--- src/verilog/utp_pkg.sv ---
// Constants, frame codes and types shared by the packetizer files.
// Assumes a 10 MHz system clock and a host UART that hands over whole bytes.
`default_nettype none

package utp_pkg;

  // ==========================================================
  // Timing
  localparam int CLK_PERIOD_NS = 100;
  localparam int MS_NS = 1000000;
  // Whole cycles per millisecond
  localparam int CYC_PER_MS = MS_NS / CLK_PERIOD_NS;

  // ==========================================================
  // Buffering
  localparam int BUF_DEPTH = 128;
  localparam int BUF_AW = $clog2(BUF_DEPTH);
  localparam logic [7:0] BUF_FULL = 8'h80;
  localparam int FIFO_DEPTH = 16;
  localparam int FIFO_WIDTH = 9;
  localparam int WR_MAX = 4;

  // ==========================================================
  // Setting positions and reset values
  localparam logic [7:0] POS_TRIG = 8'h05;
  localparam logic [7:0] POS_LIM = 8'h07;
  localparam logic [7:0] POS_THR = 8'h08;
  localparam logic [7:0] POS_MARK = 8'h09;
  localparam logic [7:0] POS_IDLE_LO = 8'h0c;
  localparam logic [7:0] POS_IDLE_HI = 8'h0d;
  localparam logic [7:0] RST_TRIG = 8'h00;
  localparam logic [7:0] RST_LIM = 8'h80;
  localparam logic [7:0] RST_THR = 8'h70;
  localparam logic [7:0] RST_MARK = 8'h0a;
  localparam logic [15:0] RST_IDLE = 16'h0005;
  localparam logic [7:0] TRIG_MARKER = 8'h01;
  localparam logic [7:0] OPERATING_MODE_SETTING_CMD = 8'h10;

  // ==========================================================
  // Frame codes and positions inside a frame
  localparam logic [7:0] FR_START = 8'h02;
  localparam logic [7:0] CMD_SET = 8'h09;
  localparam logic [7:0] CMD_GET = 8'h0a;
  localparam logic [7:0] RSP_SET = 8'h49;
  localparam logic [7:0] RSP_GET = 8'h4a;
  localparam logic [7:0] SET_RSP_LEN = 8'h01;
  localparam logic [7:0] GET_EXTRA = 8'h02;
  localparam logic [7:0] ST_OK = 8'h00;
  localparam logic [7:0] ST_FAIL = 8'h01;
  localparam logic [7:0] BODY_POS = 8'h00;
  localparam logic [7:0] BODY_CNT = 8'h01;
  localparam logic [7:0] BODY_DATA = 8'h02;
  localparam logic [8:0] RI_START = 9'h000;
  localparam logic [8:0] RI_CMD = 9'h001;
  localparam logic [8:0] RI_LEN = 9'h002;
  localparam logic [8:0] RI_ARG = 9'h003;
  localparam logic [8:0] RI_CNT = 9'h004;
  localparam logic [8:0] RI_DATA = 9'h005;

  typedef enum logic [2:0] {P_START, P_CMD, P_LEN, P_BODY, P_SUM, P_RESP} utp_parse_t;

endpackage

`default_nettype wire

--- src/verilog/utp_packetizer.sv ---
// Transparent UART packetizer with set/get parameter frames.
// Assumes bytes arrive as one-cycle strobes from a UART receiver.
`timescale 1ns/100ps
`default_nettype none

module utp_packetizer
  import utp_pkg::*;
#(
  parameter int CYC_PER_MS_P = CYC_PER_MS
) (
  input wire logic clk,
  input wire logic rst_n,
  input wire logic soft_restart,
  input wire logic [7:0] operating_mode_setting,
  input wire logic rx_valid,
  input wire logic [7:0] rx_data,
  output logic rts_n,
  output logic tx_valid,
  output logic [7:0] tx_data,
  input wire logic tx_ready,
  output logic pkt_valid,
  output logic [7:0] pkt_data,
  output logic pkt_last,
  input wire logic pkt_ready
);

  // ==========================================================
  // Declarations
  logic [7:0] sto_trig_q, sto_trig_d, sto_lim_q, sto_lim_d, sto_thr_q, sto_thr_d;
  logic [7:0] sto_mark_q, sto_mark_d, act_trig_q, act_trig_d, act_lim_q, act_lim_d;
  logic [7:0] act_thr_q, act_thr_d, act_mark_q, act_mark_d;
  logic [15:0] sto_idle_q, sto_idle_d, act_idle_q, act_idle_d;
  logic cmd_mode_q, cmd_mode_d, boot_q, boot_d;
  logic [7:0] buf_q [BUF_DEPTH];
  logic [BUF_AW-1:0] wp_q, wp_d, rp_q, rp_d;
  logic [7:0] pend_q, pend_d, left_q, left_d, mlen_q, mlen_d, occ, close_len, lim_eff;
  logic mark_q, mark_d, rts_n_q, rts_n_d;
  logic take, close, push, marker_mode, tmr_exp, fifo_in_ready;
  logic [FIFO_WIDTH-1:0] fifo_out;
  utp_parse_t pst_q, pst_d;
  logic [7:0] rcmd_q, rcmd_d, rlen_q, rlen_d, bidx_q, bidx_d, pos_q, pos_d, n_q, n_d;
  logic [7:0] xor_q, xor_d, status_q, status_d, txcs_q, txcs_d, tx_data_q, tx_data_d;
  logic [7:0] wbuf_q [WR_MAX];
  logic [7:0] wbuf_d [WR_MAX];
  logic [8:0] ridx_q, ridx_d;
  logic get_q, get_d, tx_valid_q, tx_valid_d, rx_cmd, tx_load, apply;
  logic [7:0] byte_out;

  // ==========================================================
  // Response encoding
  function automatic logic [7:0] setting_byte(input logic [7:0] pos);
    case (pos)
      POS_TRIG: setting_byte = sto_trig_q;
      POS_LIM: setting_byte = sto_lim_q;
      POS_THR: setting_byte = sto_thr_q;
      POS_MARK: setting_byte = sto_mark_q;
      POS_IDLE_LO: setting_byte = sto_idle_q[7:0];
      POS_IDLE_HI: setting_byte = sto_idle_q[15:8];
      default: setting_byte = 8'h00;
    endcase
  endfunction

  function automatic logic [8:0] resp_last();
    resp_last = get_q ? RI_DATA + {1'b0, n_q} : RI_CNT;
  endfunction

  function automatic logic [7:0] resp_byte(input logic [8:0] idx);
    logic [8:0] off;
    off = idx - RI_DATA;
    if (idx == resp_last()) begin
      resp_byte = txcs_q;
    end else begin
      case (idx)
        RI_START: resp_byte = FR_START;
        RI_CMD: resp_byte = get_q ? RSP_GET : RSP_SET;
        RI_LEN: resp_byte = get_q ? 8'(n_q + GET_EXTRA) : SET_RSP_LEN;
        RI_ARG: resp_byte = get_q ? pos_q : status_q;
        RI_CNT: resp_byte = n_q;
        default: resp_byte = setting_byte(8'(pos_q + off[7:0]));
      endcase
    end
  endfunction

  // ==========================================================
  // Settings: stored copy and the copy in use
  always_comb begin
    sto_trig_d = sto_trig_q;
    sto_lim_d = sto_lim_q;
    sto_thr_d = sto_thr_q;
    sto_mark_d = sto_mark_q;
    sto_idle_d = sto_idle_q;
    if (apply) begin
      for (int i = 0; i < WR_MAX; i++) begin
        if (8'(i) < n_q) begin
          case (8'(pos_q + 8'(i)))
            POS_TRIG: sto_trig_d = wbuf_q[i];
            POS_LIM: sto_lim_d = wbuf_q[i];
            POS_THR: sto_thr_d = wbuf_q[i];
            POS_MARK: sto_mark_d = wbuf_q[i];
            POS_IDLE_LO: sto_idle_d[7:0] = wbuf_q[i];
            POS_IDLE_HI: sto_idle_d[15:8] = wbuf_q[i];
            default: ;
          endcase
        end
      end
    end
    // Writes never disturb a packet in flight
    act_trig_d = soft_restart ? sto_trig_q : act_trig_q;
    act_lim_d = soft_restart ? sto_lim_q : act_lim_q;
    act_thr_d = soft_restart ? sto_thr_q : act_thr_q;
    act_mark_d = soft_restart ? sto_mark_q : act_mark_q;
    act_idle_d = soft_restart ? sto_idle_q : act_idle_q;
    boot_d = 1'b0;
    // Mode level sampled after reset release, not under reset
    cmd_mode_d = (boot_q || soft_restart) ? (operating_mode_setting == OPERATING_MODE_SETTING_CMD) : cmd_mode_q;
  end

  always_ff @(posedge clk or negedge rst_n) begin
    if (!rst_n) begin
      sto_trig_q <= RST_TRIG;
      sto_lim_q <= RST_LIM;
      sto_thr_q <= RST_THR;
      sto_mark_q <= RST_MARK;
      sto_idle_q <= RST_IDLE;
      act_trig_q <= RST_TRIG;
      act_lim_q <= RST_LIM;
      act_thr_q <= RST_THR;
      act_mark_q <= RST_MARK;
      act_idle_q <= RST_IDLE;
      boot_q <= 1'b1;
      cmd_mode_q <= 1'b0;
    end else begin
      sto_trig_q <= sto_trig_d;
      sto_lim_q <= sto_lim_d;
      sto_thr_q <= sto_thr_d;
      sto_mark_q <= sto_mark_d;
      sto_idle_q <= sto_idle_d;
      act_trig_q <= act_trig_d;
      act_lim_q <= act_lim_d;
      act_thr_q <= act_thr_d;
      act_mark_q <= act_mark_d;
      act_idle_q <= act_idle_d;
      boot_q <= boot_d;
      cmd_mode_q <= cmd_mode_d;
    end
  end

  // ==========================================================
  // Transparent datapath: ring buffer, packet closing, flow control
  always_comb begin
    marker_mode = (act_trig_q == TRIG_MARKER);
    // An illegal limit of zero behaves as one
    lim_eff = (act_lim_q == 8'h00) ? 8'h01 : act_lim_q;
    occ = 8'(pend_q + left_q);
    // Bytes beyond a full buffer are lost; the pause request warns first
    take = rx_valid && !cmd_mode_q && (occ != BUF_FULL);
    push = (left_q != 8'h00) && fifo_in_ready;
    close = 1'b0;
    close_len = pend_q;
    if (!cmd_mode_q && left_q == 8'h00 && pend_q != 8'h00) begin
      if (marker_mode && mark_q && mlen_q <= lim_eff) begin
        close = 1'b1;
        close_len = mlen_q;
      end else if (pend_q >= lim_eff) begin
        close = 1'b1;
        close_len = lim_eff;
      end else if (!marker_mode && tmr_exp) begin
        close = 1'b1;
      end
    end
    pend_d = 8'(pend_q - (close ? close_len : 8'h00) + {7'h00, take});
    left_d = close ? close_len : 8'(left_q - {7'h00, push});
    wp_d = take ? wp_q + 1'b1 : wp_q;
    rp_d = push ? rp_q + 1'b1 : rp_q;
    mark_d = mark_q;
    mlen_d = mlen_q;
    if (close && mark_q) begin
      mark_d = close_len < mlen_q;
      mlen_d = 8'(mlen_q - close_len);
    end
    // A marker arriving with a closure still sets the flag
    if (take && marker_mode && rx_data == act_mark_q && !mark_d) begin
      mark_d = 1'b1;
      mlen_d = pend_d;
    end
    rts_n_d = !cmd_mode_q && (occ >= act_thr_q);
    if (soft_restart) begin
      pend_d = 8'h00;
      left_d = 8'h00;
      // Stale ring bytes would leak into the next packet
      wp_d = '0;
      rp_d = '0;
      mark_d = 1'b0;
      rts_n_d = 1'b0;
    end
  end

  always_ff @(posedge clk or negedge rst_n) begin
    if (!rst_n) begin
      wp_q <= '0;
      rp_q <= '0;
      pend_q <= 8'h00;
      left_q <= 8'h00;
      mlen_q <= 8'h00;
      mark_q <= 1'b0;
      rts_n_q <= 1'b0;
    end else begin
      wp_q <= wp_d;
      rp_q <= rp_d;
      pend_q <= pend_d;
      left_q <= left_d;
      mlen_q <= mlen_d;
      mark_q <= mark_d;
      rts_n_q <= rts_n_d;
    end
  end

  always_ff @(posedge clk) begin
    if (take) begin
      buf_q[wp_q] <= rx_data;
    end
  end

  utp_idle_timer #(
    .CYC_MS(CYC_PER_MS_P)
  ) u_timer (
    .clk(clk),
    .rst_n(rst_n),
    .restart(take),
    .arm(!cmd_mode_q && !marker_mode && pend_q != 8'h00),
    .delay_ms(act_idle_q),
    .expired(tmr_exp)
  );

  utp_fifo #(
    .WIDTH(FIFO_WIDTH),
    .DEPTH(FIFO_DEPTH)
  ) u_fifo (
    .clk(clk),
    .rst_n(rst_n),
    .in_valid(left_q != 8'h00),
    .in_ready(fifo_in_ready),
    .in_data({left_q == 8'h01, buf_q[rp_q]}),
    .out_valid(pkt_valid),
    .out_ready(pkt_ready),
    .out_data(fifo_out)
  );

  // ==========================================================
  // Command frames: parser and responder
  always_comb begin
    rx_cmd = rx_valid && cmd_mode_q;
    tx_load = (pst_q == P_RESP) && (!tx_valid_q || tx_ready);
    byte_out = resp_byte(ridx_q);
    apply = 1'b0;
    pst_d = pst_q;
    rcmd_d = rcmd_q;
    rlen_d = rlen_q;
    bidx_d = bidx_q;
    pos_d = pos_q;
    n_d = n_q;
    xor_d = xor_q;
    status_d = status_q;
    get_d = get_q;
    ridx_d = ridx_q;
    txcs_d = txcs_q;
    wbuf_d = wbuf_q;
    tx_data_d = tx_data_q;
    tx_valid_d = tx_valid_q && !tx_ready;
    case (pst_q)
      P_START: if (rx_cmd && rx_data == FR_START) begin
        xor_d = rx_data;
        pst_d = P_CMD;
      end
      P_CMD: if (rx_cmd) begin
        rcmd_d = rx_data;
        xor_d = xor_q ^ rx_data;
        pst_d = P_LEN;
      end
      P_LEN: if (rx_cmd) begin
        rlen_d = rx_data;
        xor_d = xor_q ^ rx_data;
        bidx_d = 8'h00;
        pst_d = (rx_data == 8'h00) ? P_SUM : P_BODY;
      end
      P_BODY: if (rx_cmd) begin
        xor_d = xor_q ^ rx_data;
        if (bidx_q == BODY_POS) begin
          pos_d = rx_data;
        end else if (bidx_q == BODY_CNT) begin
          n_d = rx_data;
        end else if (8'(bidx_q - BODY_DATA) < 8'(WR_MAX)) begin
          wbuf_d[2'(bidx_q - BODY_DATA)] = rx_data;
        end
        bidx_d = 8'(bidx_q + 8'h01);
        if (bidx_q == 8'(rlen_q - 8'h01)) begin
          pst_d = P_SUM;
        end
      end
      P_SUM: if (rx_cmd) begin
        ridx_d = RI_START;
        txcs_d = 8'h00;
        if (rcmd_q == CMD_SET) begin
          apply = (rx_data == xor_q);
          status_d = apply ? ST_OK : ST_FAIL;
          get_d = 1'b0;
          pst_d = P_RESP;
        end else if (rcmd_q == CMD_GET && rx_data == xor_q) begin
          get_d = 1'b1;
          pst_d = P_RESP;
        end else begin
          pst_d = P_START;
        end
      end
      P_RESP: if (tx_load) begin
        tx_data_d = byte_out;
        tx_valid_d = 1'b1;
        txcs_d = txcs_q ^ byte_out;
        ridx_d = ridx_q + 9'h001;
        if (ridx_q == resp_last()) begin
          pst_d = P_START;
        end
      end
      default: pst_d = P_START;
    endcase
    if (soft_restart) begin
      pst_d = P_START;
      tx_valid_d = 1'b0;
      apply = 1'b0;
    end
  end

  always_ff @(posedge clk or negedge rst_n) begin
    if (!rst_n) begin
      pst_q <= P_START;
      rcmd_q <= 8'h00;
      rlen_q <= 8'h00;
      bidx_q <= 8'h00;
      pos_q <= 8'h00;
      n_q <= 8'h00;
      xor_q <= 8'h00;
      status_q <= ST_OK;
      get_q <= 1'b0;
      ridx_q <= RI_START;
      txcs_q <= 8'h00;
      wbuf_q <= '{default: 8'h00};
      tx_data_q <= 8'h00;
      tx_valid_q <= 1'b0;
    end else begin
      pst_q <= pst_d;
      rcmd_q <= rcmd_d;
      rlen_q <= rlen_d;
      bidx_q <= bidx_d;
      pos_q <= pos_d;
      n_q <= n_d;
      xor_q <= xor_d;
      status_q <= status_d;
      get_q <= get_d;
      ridx_q <= ridx_d;
      txcs_q <= txcs_d;
      wbuf_q <= wbuf_d;
      tx_data_q <= tx_data_d;
      tx_valid_q <= tx_valid_d;
    end
  end

  assign rts_n = rts_n_q;
  assign tx_valid = tx_valid_q;
  assign tx_data = tx_data_q;
  assign pkt_data = fifo_out[7:0];
  assign pkt_last = fifo_out[8];
endmodule // utp_packetizer

`default_nettype wire

--- src/verilog/utp_fifo.sv ---
// Small FIFO with a registered head, valid and ready on both sides.
// Assumes DEPTH is a power of two and one clock for both sides.
`timescale 1ns/100ps
`default_nettype none

module utp_fifo
  import utp_pkg::*;
#(
  parameter int WIDTH = FIFO_WIDTH,
  parameter int DEPTH = FIFO_DEPTH
) (
  input wire logic clk,
  input wire logic rst_n,
  input wire logic in_valid,
  output logic in_ready,
  input wire logic [WIDTH-1:0] in_data,
  output logic out_valid,
  input wire logic out_ready,
  output logic [WIDTH-1:0] out_data
);

  localparam int AW = $clog2(DEPTH);
  localparam logic [AW:0] FULL = (AW+1)'(DEPTH);

  logic [WIDTH-1:0] mem_q [DEPTH];
  logic [AW-1:0] wr_q, wr_d, rd_q, rd_d;
  logic [AW:0] cnt_q, cnt_d;
  logic ov_q, ov_d;
  logic [WIDTH-1:0] od_q, od_d;
  logic push, pop;

  // ==========================================================
  // Pointers and head register
  always_comb begin
    push = in_valid && (cnt_q != FULL);
    // Head refills as soon as it is empty or being taken
    pop = (cnt_q != '0) && (!ov_q || out_ready);
    wr_d = push ? wr_q + 1'b1 : wr_q;
    rd_d = pop ? rd_q + 1'b1 : rd_q;
    cnt_d = cnt_q + {{AW{1'b0}}, push} - {{AW{1'b0}}, pop};
    ov_d = pop ? 1'b1 : (out_ready ? 1'b0 : ov_q);
    od_d = pop ? mem_q[rd_q] : od_q;
  end

  always_ff @(posedge clk or negedge rst_n) begin
    if (!rst_n) begin
      wr_q <= '0;
      rd_q <= '0;
      cnt_q <= '0;
      ov_q <= 1'b0;
      od_q <= '0;
    end else begin
      wr_q <= wr_d;
      rd_q <= rd_d;
      cnt_q <= cnt_d;
      ov_q <= ov_d;
      od_q <= od_d;
    end
  end

  always_ff @(posedge clk) begin
    if (push) begin
      mem_q[wr_q] <= in_data;
    end
  end

  assign in_ready = (cnt_q != FULL);
  assign out_valid = ov_q;
  assign out_data = od_q;

endmodule // utp_fifo

`default_nettype wire

--- src/verilog/utp_idle_timer.sv ---
// Millisecond idle timer, restarted by every received byte.
// Assumes CYC_MS of at least two cycles.
`timescale 1ns/100ps
`default_nettype none

module utp_idle_timer
  import utp_pkg::*;
#(
  parameter int CYC_MS = CYC_PER_MS
) (
  input wire logic clk,
  input wire logic rst_n,
  input wire logic restart,
  input wire logic arm,
  input wire logic [15:0] delay_ms,
  output logic expired
);

  localparam int CW = $clog2(CYC_MS);
  localparam logic [CW-1:0] CYC_LAST = CW'(CYC_MS - 1);

  logic [CW-1:0] cyc_q, cyc_d;
  logic [15:0] ms_q, ms_d;
  logic exp_q, exp_d;

  // ==========================================================
  // Count whole milliseconds since the last byte
  always_comb begin
    cyc_d = cyc_q;
    ms_d = ms_q;
    exp_d = exp_q;
    if (restart || !arm) begin
      cyc_d = '0;
      ms_d = '0;
      exp_d = 1'b0;
    end else if (!exp_q) begin
      if (cyc_q == CYC_LAST) begin
        cyc_d = '0;
        ms_d = ms_q + 16'h0001;
        exp_d = (ms_q + 16'h0001) >= delay_ms;
      end else begin
        cyc_d = cyc_q + 1'b1;
      end
    end
  end

  always_ff @(posedge clk or negedge rst_n) begin
    if (!rst_n) begin
      cyc_q <= '0;
      ms_q <= '0;
      exp_q <= 1'b0;
    end else begin
      cyc_q <= cyc_d;
      ms_q <= ms_d;
      exp_q <= exp_d;
    end
  end

  assign expired = exp_q;

endmodule // utp_idle_timer

`default_nettype wire

--- config.mk ---
export PLATFORM = sky130hd
export DESIGN_NAME = utp_packetizer
export DESIGN_NICKNAME = d
export VERILOG_FILES = /design/src/verilog/utp_pkg.sv /design/src/verilog/utp_packetizer.sv /design/src/verilog/utp_fifo.sv /design/src/verilog/utp_idle_timer.sv
export SDC_FILE = /design/constraint.sdc
export NUM_CORES = 2
export LEC_CHECK = 0
export BUFFER_PORTS_ARGS = -buffer_cell sky130_fd_sc_hd__buf_2
export CORE_MARGIN = 2
export CORE_UTILIZATION = 63
export CTS_CLUSTER_SIZE = 30
export DETAILED_ROUTE_END_ITERATION = 7
export PLACE_DENSITY_LB_ADDON = 0.05
export REMOVE_ABC_BUFFERS = 1
export SLEW_MARGIN = 40
export SYNTH_ARGS = -nofsm -noshare
export SYNTH_HDL_FRONTEND = slang
export SYNTH_SLANG_ARGS = --single-unit
export TNS_END_PERCENT = 10
--- constraint.sdc ---
create_clock -name clk -period 5.8 [get_ports clk]
set_clock_uncertainty 0.1 [all_clocks]
set_input_delay 1.16 -clock clk [delete_from_list [all_inputs] [get_ports clk]]
set_output_delay 1.16 -clock clk [all_outputs]
set_load 0.05 [all_outputs]
==> flow_summary.html <==
<table>
<tr><th>Metric</th><th>Value</th></tr>
<tr><th colspan="2">Yosys</th></tr>
<tr><td>Biggest area contributors in the synthesized netlist</td><td>sky130_fd_sc_hd__edfxtp_1, sky130_fd_sc_hd__mux4_2, sky130_fd_sc_hd__dfrtp_1</td></tr>
<tr><td>Post-synth EDFFs</td><td>1168</td></tr>
<tr><td>Asr flop ratio synth</td><td>20.6%</td></tr>
<tr><td>Mean Syn Cell Area</td><td>16.3 µm²</td></tr>
<tr><td>Count of cell types in the netlist</td><td>84</td></tr>
<tr><td>Sequential cell area fraction in the yosys report</td><td>65.9%</td></tr>
<tr><td>Synth Instances</td><td>3976</td></tr>
<tr><td>Flip-flop and latch count after synthesis</td><td>1471</td></tr>
<tr><td>Top cell type by total area after synthesis</td><td>sky130_fd_sc_hd__edfxtp_1</td></tr>
<tr><td>Post-Synthesis Cell Area</td><td>64800 µm²</td></tr>
<tr><td>Main synth FF type</td><td>sky130_fd_sc_hd__edfxtp_1</td></tr>
<tr><td>Number of warnings reported in the yosys synthesis log</td><td>0</td></tr>
<tr><td>Portion of synthesized cell area occupied by the leading cell type</td><td>54.2%</td></tr>
<tr><th colspan="2">Final layout</th></tr>
<tr><td>Most frequent cells in the layout</td><td>sky130_fd_sc_hd__edfxtp_1, sky130_fd_sc_hd__mux4_2, sky130_fd_sc_hd__nor2_1, sky130_fd_sc_hd__dfrtp_1, sky130_fd_sc_hd__nand2_1</td></tr>
<tr><td>Area added between synthesis and finish</td><td>10.6%</td></tr>
<tr><td>Fill cells</td><td>6514</td></tr>
<tr><td>Share of final-layout standard cells stronger than drive strength 1</td><td>22.2%</td></tr>
<tr><td>Layout Nets</td><td>4175</td></tr>
<tr><td>Final instance area</td><td>71600 µm²</td></tr>
<tr><td>Leading cell type in the layout, fill and taps excluded</td><td>sky130_fd_sc_hd__edfxtp_1</td></tr>
<tr><th colspan="2">Placed design</th></tr>
<tr><td>DP Wirelength</td><td>101000 µm</td></tr>
<tr><td>Gp weighted congestion</td><td>0.912</td></tr>
<tr><td>Number of buffers inserted by port buffering</td><td>41</td></tr>
<tr><td>Placed standard-cell area</td><td>66700 µm²</td></tr>
<tr><th colspan="2">Clocking</th></tr>
<tr><td>Sinks on the clock net</td><td>1471</td></tr>
<tr><td>Post-CTS setup buffers</td><td>0</td></tr>
<tr><td>CTS Buf Count</td><td>148</td></tr>
<tr><td># H-tree levels</td><td>4</td></tr>
<tr><td>Clock transition time at the flip-flop clock pins of the worst setup and hold paths</td><td>0.06 ns</td></tr>
<tr><td>Clock Tree Root</td><td>sky130_fd_sc_hd__clkbuf_16</td></tr>
<tr><td>TritonCTS clock tree</td><td>yes</td></tr>
<tr><td>Maximum number of buffers from clock root to sink</td><td>3</td></tr>
<tr><td>Clock insertion delay at the later pin of the skew report</td><td>0.76 ns</td></tr>
<tr><th colspan="2">Detailed routing</th></tr>
<tr><td>Antenna viol nets, final</td><td>0</td></tr>
<tr><td>Vias post-DR</td><td>36700</td></tr>
<tr><td>Wirelength per Cell</td><td>28.2 µm</td></tr>
<tr><td>Total DRC errors in the routed layout</td><td>0</td></tr>
<tr><td>Via-to-Cell Ratio</td><td>6.64</td></tr>
<tr><td>Initial drt markers</td><td>4253</td></tr>
<tr><td>Wirelength, routed</td><td>156000 µm</td></tr>
<tr><td>Drt first pass iters</td><td>6</td></tr>
<tr><th colspan="2">Die</th></tr>
<tr><td>Core Rows</td><td>117</td></tr>
<tr><td>Core area</td><td>102000 µm²</td></tr>
<tr><td>Die area</td><td>105000 µm²</td></tr>
<tr><td>Vertical extent of the die</td><td>325 µm</td></tr>
<tr><td>Initial cell density of the core</td><td>63.6%</td></tr>
<tr><td>Chip Width</td><td>325 µm</td></tr>
<tr><td>I/O pin cnt</td><td>42</td></tr>
<tr><th colspan="2">Pwr</th></tr>
<tr><td>Leakage power</td><td>25.1 nW</td></tr>
<tr><td>Maximum ir drop on the vdd rail</td><td>0.420 mV</td></tr>
<tr><td>Total Power</td><td>28.9 mW</td></tr>
<tr><td>Pwr per Cell Area</td><td>404 nW/µm²</td></tr>
<tr><th colspan="2">Critical path</th></tr>
<tr><td>Setup Crit Path Kind</td><td>flip-flop to flip-flop</td></tr>
<tr><td>Endpoint type of the worst setup path</td><td>flip-flop</td></tr>
<tr><td>Category of the worst setup path launch point</td><td>flip-flop</td></tr>
<tr><td>Maximum fanout encountered on the critical timing path</td><td>9</td></tr>
<tr><td>Required arrival time at the worst endpoint</td><td>6.34 ns</td></tr>
<tr><td>WP data arrival</td><td>5.89 ns</td></tr>
<tr><th colspan="2">STA</th></tr>
<tr><td>Count of final max-slew check failures</td><td>0</td></tr>
<tr><td>Transition time at the pin with the least slew margin</td><td>0.873 ns</td></tr>
<tr><td>Final Setup Violations</td><td>0</td></tr>
<tr><td>Unrepaired setup endpoints after global routing</td><td>no</td></tr>
<tr><td>Worst relative slew slack</td><td>41.6%</td></tr>
<tr><td>Worst hold slack</td><td>0.250 ns</td></tr>
<tr><td>Period minus WS final</td><td>5.35 ns</td></tr>
<tr><td>Maximum clock rate</td><td>187 MHz</td></tr>
<tr><td>Share of the clock period used by the worst path</td><td>92.3%</td></tr>
<tr><td>Hold Violations, Final</td><td>0</td></tr>
<tr><th colspan="2">Outcome</th></tr>
<tr><td>Status</td><td>completed</td></tr>
<tr><th colspan="2">Min path</th></tr>
<tr><td>Worst Hold Class</td><td>input pin to asynchronous set/reset pin</td></tr>
<tr><th colspan="2">Global route</th></tr>
<tr><td>Initial antenna violation count</td><td>1</td></tr>
<tr><td>Remaining Overflow, GRT</td><td>0</td></tr>
<tr><td>GRT Total Usage</td><td>30.0%</td></tr>
<tr><td>Via count of the first global-routing pass</td><td>37000</td></tr>
<tr><td>Largest net degree at the start of global routing</td><td>137</td></tr>
<tr><td>First-pass GRT wire length</td><td>236000 µm</td></tr>
<tr><th colspan="2">Job</th></tr>
<tr><td>Max-cap violations</td><td>0</td></tr>
</table>
-- sequential cells by signal (all words and copies together) (netlist names), 9 cells and up --
name	flops
u_fifo.mem_q	144
u_fifo.out_data	9
ridx_q	9
buf_q	1024
sto_idle_q	16
u_timer.cyc_q	14
act_idle_q	16
u_timer.ms_q	16
wbuf_q	32
-- critical path: stages (launching register included) --
cell,delay (ns)
sky130_fd_sc_hd__dfrtp_1,0.41
sky130_fd_sc_hd__nor4_1,0.29
sky130_fd_sc_hd__a41o_1,0.27
sky130_fd_sc_hd__ha_1,0.24
sky130_fd_sc_hd__nand2b_1,0.15
sky130_fd_sc_hd__a2111oi_2,0.47
sky130_fd_sc_hd__o31ai_4,0.19
sky130_fd_sc_hd__mux2i_1,0.15
sky130_fd_sc_hd__o211ai_1,0.26
sky130_fd_sc_hd__a21boi_0,0.32
sky130_fd_sc_hd__ha_1,0.27
sky130_fd_sc_hd__fa_1,0.22
sky130_fd_sc_hd__nor2b_1,0.08
sky130_fd_sc_hd__o31a_1,0.27
sky130_fd_sc_hd__o31ai_1,0.26
sky130_fd_sc_hd__a21oi_1,0.12
sky130_fd_sc_hd__a211oi_1,0.40
sky130_fd_sc_hd__o21ai_2,0.26
sky130_fd_sc_hd__mux2i_1,0.20
sky130_fd_sc_hd__mux2_2,0.29
-- path summary, 6_finish.rpt --
| path | cells past startpoint | end | from | slack [ns] |
|---|---|---|---|---|
| hold / removal | 1 | u_fifo.rd_q[1]$_DFFE_PN0P_ | rst_n | 0.25 |
| max in group asynchronous | 2 | n_q[2]$_DFFE_PN0P_ | rst_n | 4.13 |
| hold reg to reg | 1 | u_fifo.out_data[7]$_DFFE_PN0P_ | u_fifo.out_data[7]$_DFFE_PN0P_ | 0.40 |
| min in group clk | 1 | u_fifo.out_data[7]$_DFFE_PN0P_ | u_fifo.out_data[7]$_DFFE_PN0P_ | 0.40 |
| setup / recovery | 19 | mlen_q[3]$_DFFE_PN0P_ | act_lim_q[5]$_DFFE_PN0P_ | 0.45 |
| setup reg to reg | 19 | mlen_q[3]$_DFFE_PN0P_ | act_lim_q[5]$_DFFE_PN0P_ | 0.45 |
-- synthesized netlist by cell type (all sizes together), types with 5 or more instances --
cell type / number
nor4b: 9
or3: 28
a31oi: 8
a211oi: 34
buf: 48
a21oi: 136
edfxtp: 1168
xnor2: 62
mux4: 389
or2: 8
or4: 12
and2: 18
inv: 109
nor3b: 10
o311ai: 6
clkbuf: 157
fa: 5
dfrtp: 286
nand2b: 20
a21boi: 5
nand2: 217
nor2: 308
mux2i: 121
dfstp: 17
mux2: 125
o22ai: 24
a21o: 40
nand3: 40
nand4: 34
o21ai: 142
nand3b: 9
nor3: 53
nor2b: 16
and4: 6
o31ai: 7
and3: 16
o2111ai: 8
nor4: 19
o21a: 14
xor2: 54
o211ai: 15
ha: 116
-- stage by stage --
stage	instances	utilization (%)	setup WS, ns	setup TNS [ns]
2_1_floorplan	3771	-	-6.27	-837.40
3_3_place_gp	5248	65.4	0.235	0
3_5_place_dp	5250	65.5	0.148	0
4_1_cts	5522	70.2	0.100	0
5_1_grt	5522	70.3	0.0504	0
6_report	5524	70.3	0.446	0
-- power by group --
part / leakage (nW) / switching, mW / internal [mW]
logic: 8.20 / 3.87 / 3.18
registers: 14.5 / 0.376 / 12.0
clock network: 2.34 / 4.09 / 5.43
-- final cells by class --
| class | count | area (µm²) | area share, % |
|---|---|---|---|
| clock inverters | 99 | 1020 | 1.42 |
| well taps | 1368 | 1710 | 2.39 |
| multi-input cells | 2190 | 21000 | 29.4 |
| clock buffers | 173 | 3850 | 5.37 |
| diodes | 2 | 5.00 | 0.00699 |
| inverters | 110 | 413 | 0.576 |
| repair buffers | 111 | 911 | 1.27 |
| flip-flops and latches | 1471 | 42700 | 59.6 |
-- logic make-up (layout without fill, tap and decap cells) --
family                     Yosys count  in the layout  synth area share [%]
muxes                              635            635                  17.6
and+or+nand+nor                    833            833                  6.04
xor gates and xnor gates           119            119                  1.67
other                                1              3               0.00579
buffers and inverters              315            493                  1.84
AOI/OAI and AO/OA                  481            481                  4.58
adders and majority gates          121            121                  2.40
DFF                               1471           1471                  65.9
-- layer usage --
metal  share of wire, %  GRT usage, %  vias up  wire (µm)
met4                3.0          9.45        0       4710
met3                7.3          4.55      283      11400
met1                 41          43.6    19100      63900
met2                 49          47.6     1626      75900
met5                  0             0        -          0
li1                   -             -    15700          -
-- what timing repair did --
| item | 4_1_cts | 5_1_grt |
|---|---|---|
| gates resized for setup | 0 | 2 |
| endpoints found under the setup margin | 0 | 8 |
| hold buffers | 0 | 0 |
Power figures use the tool's default switching activity.
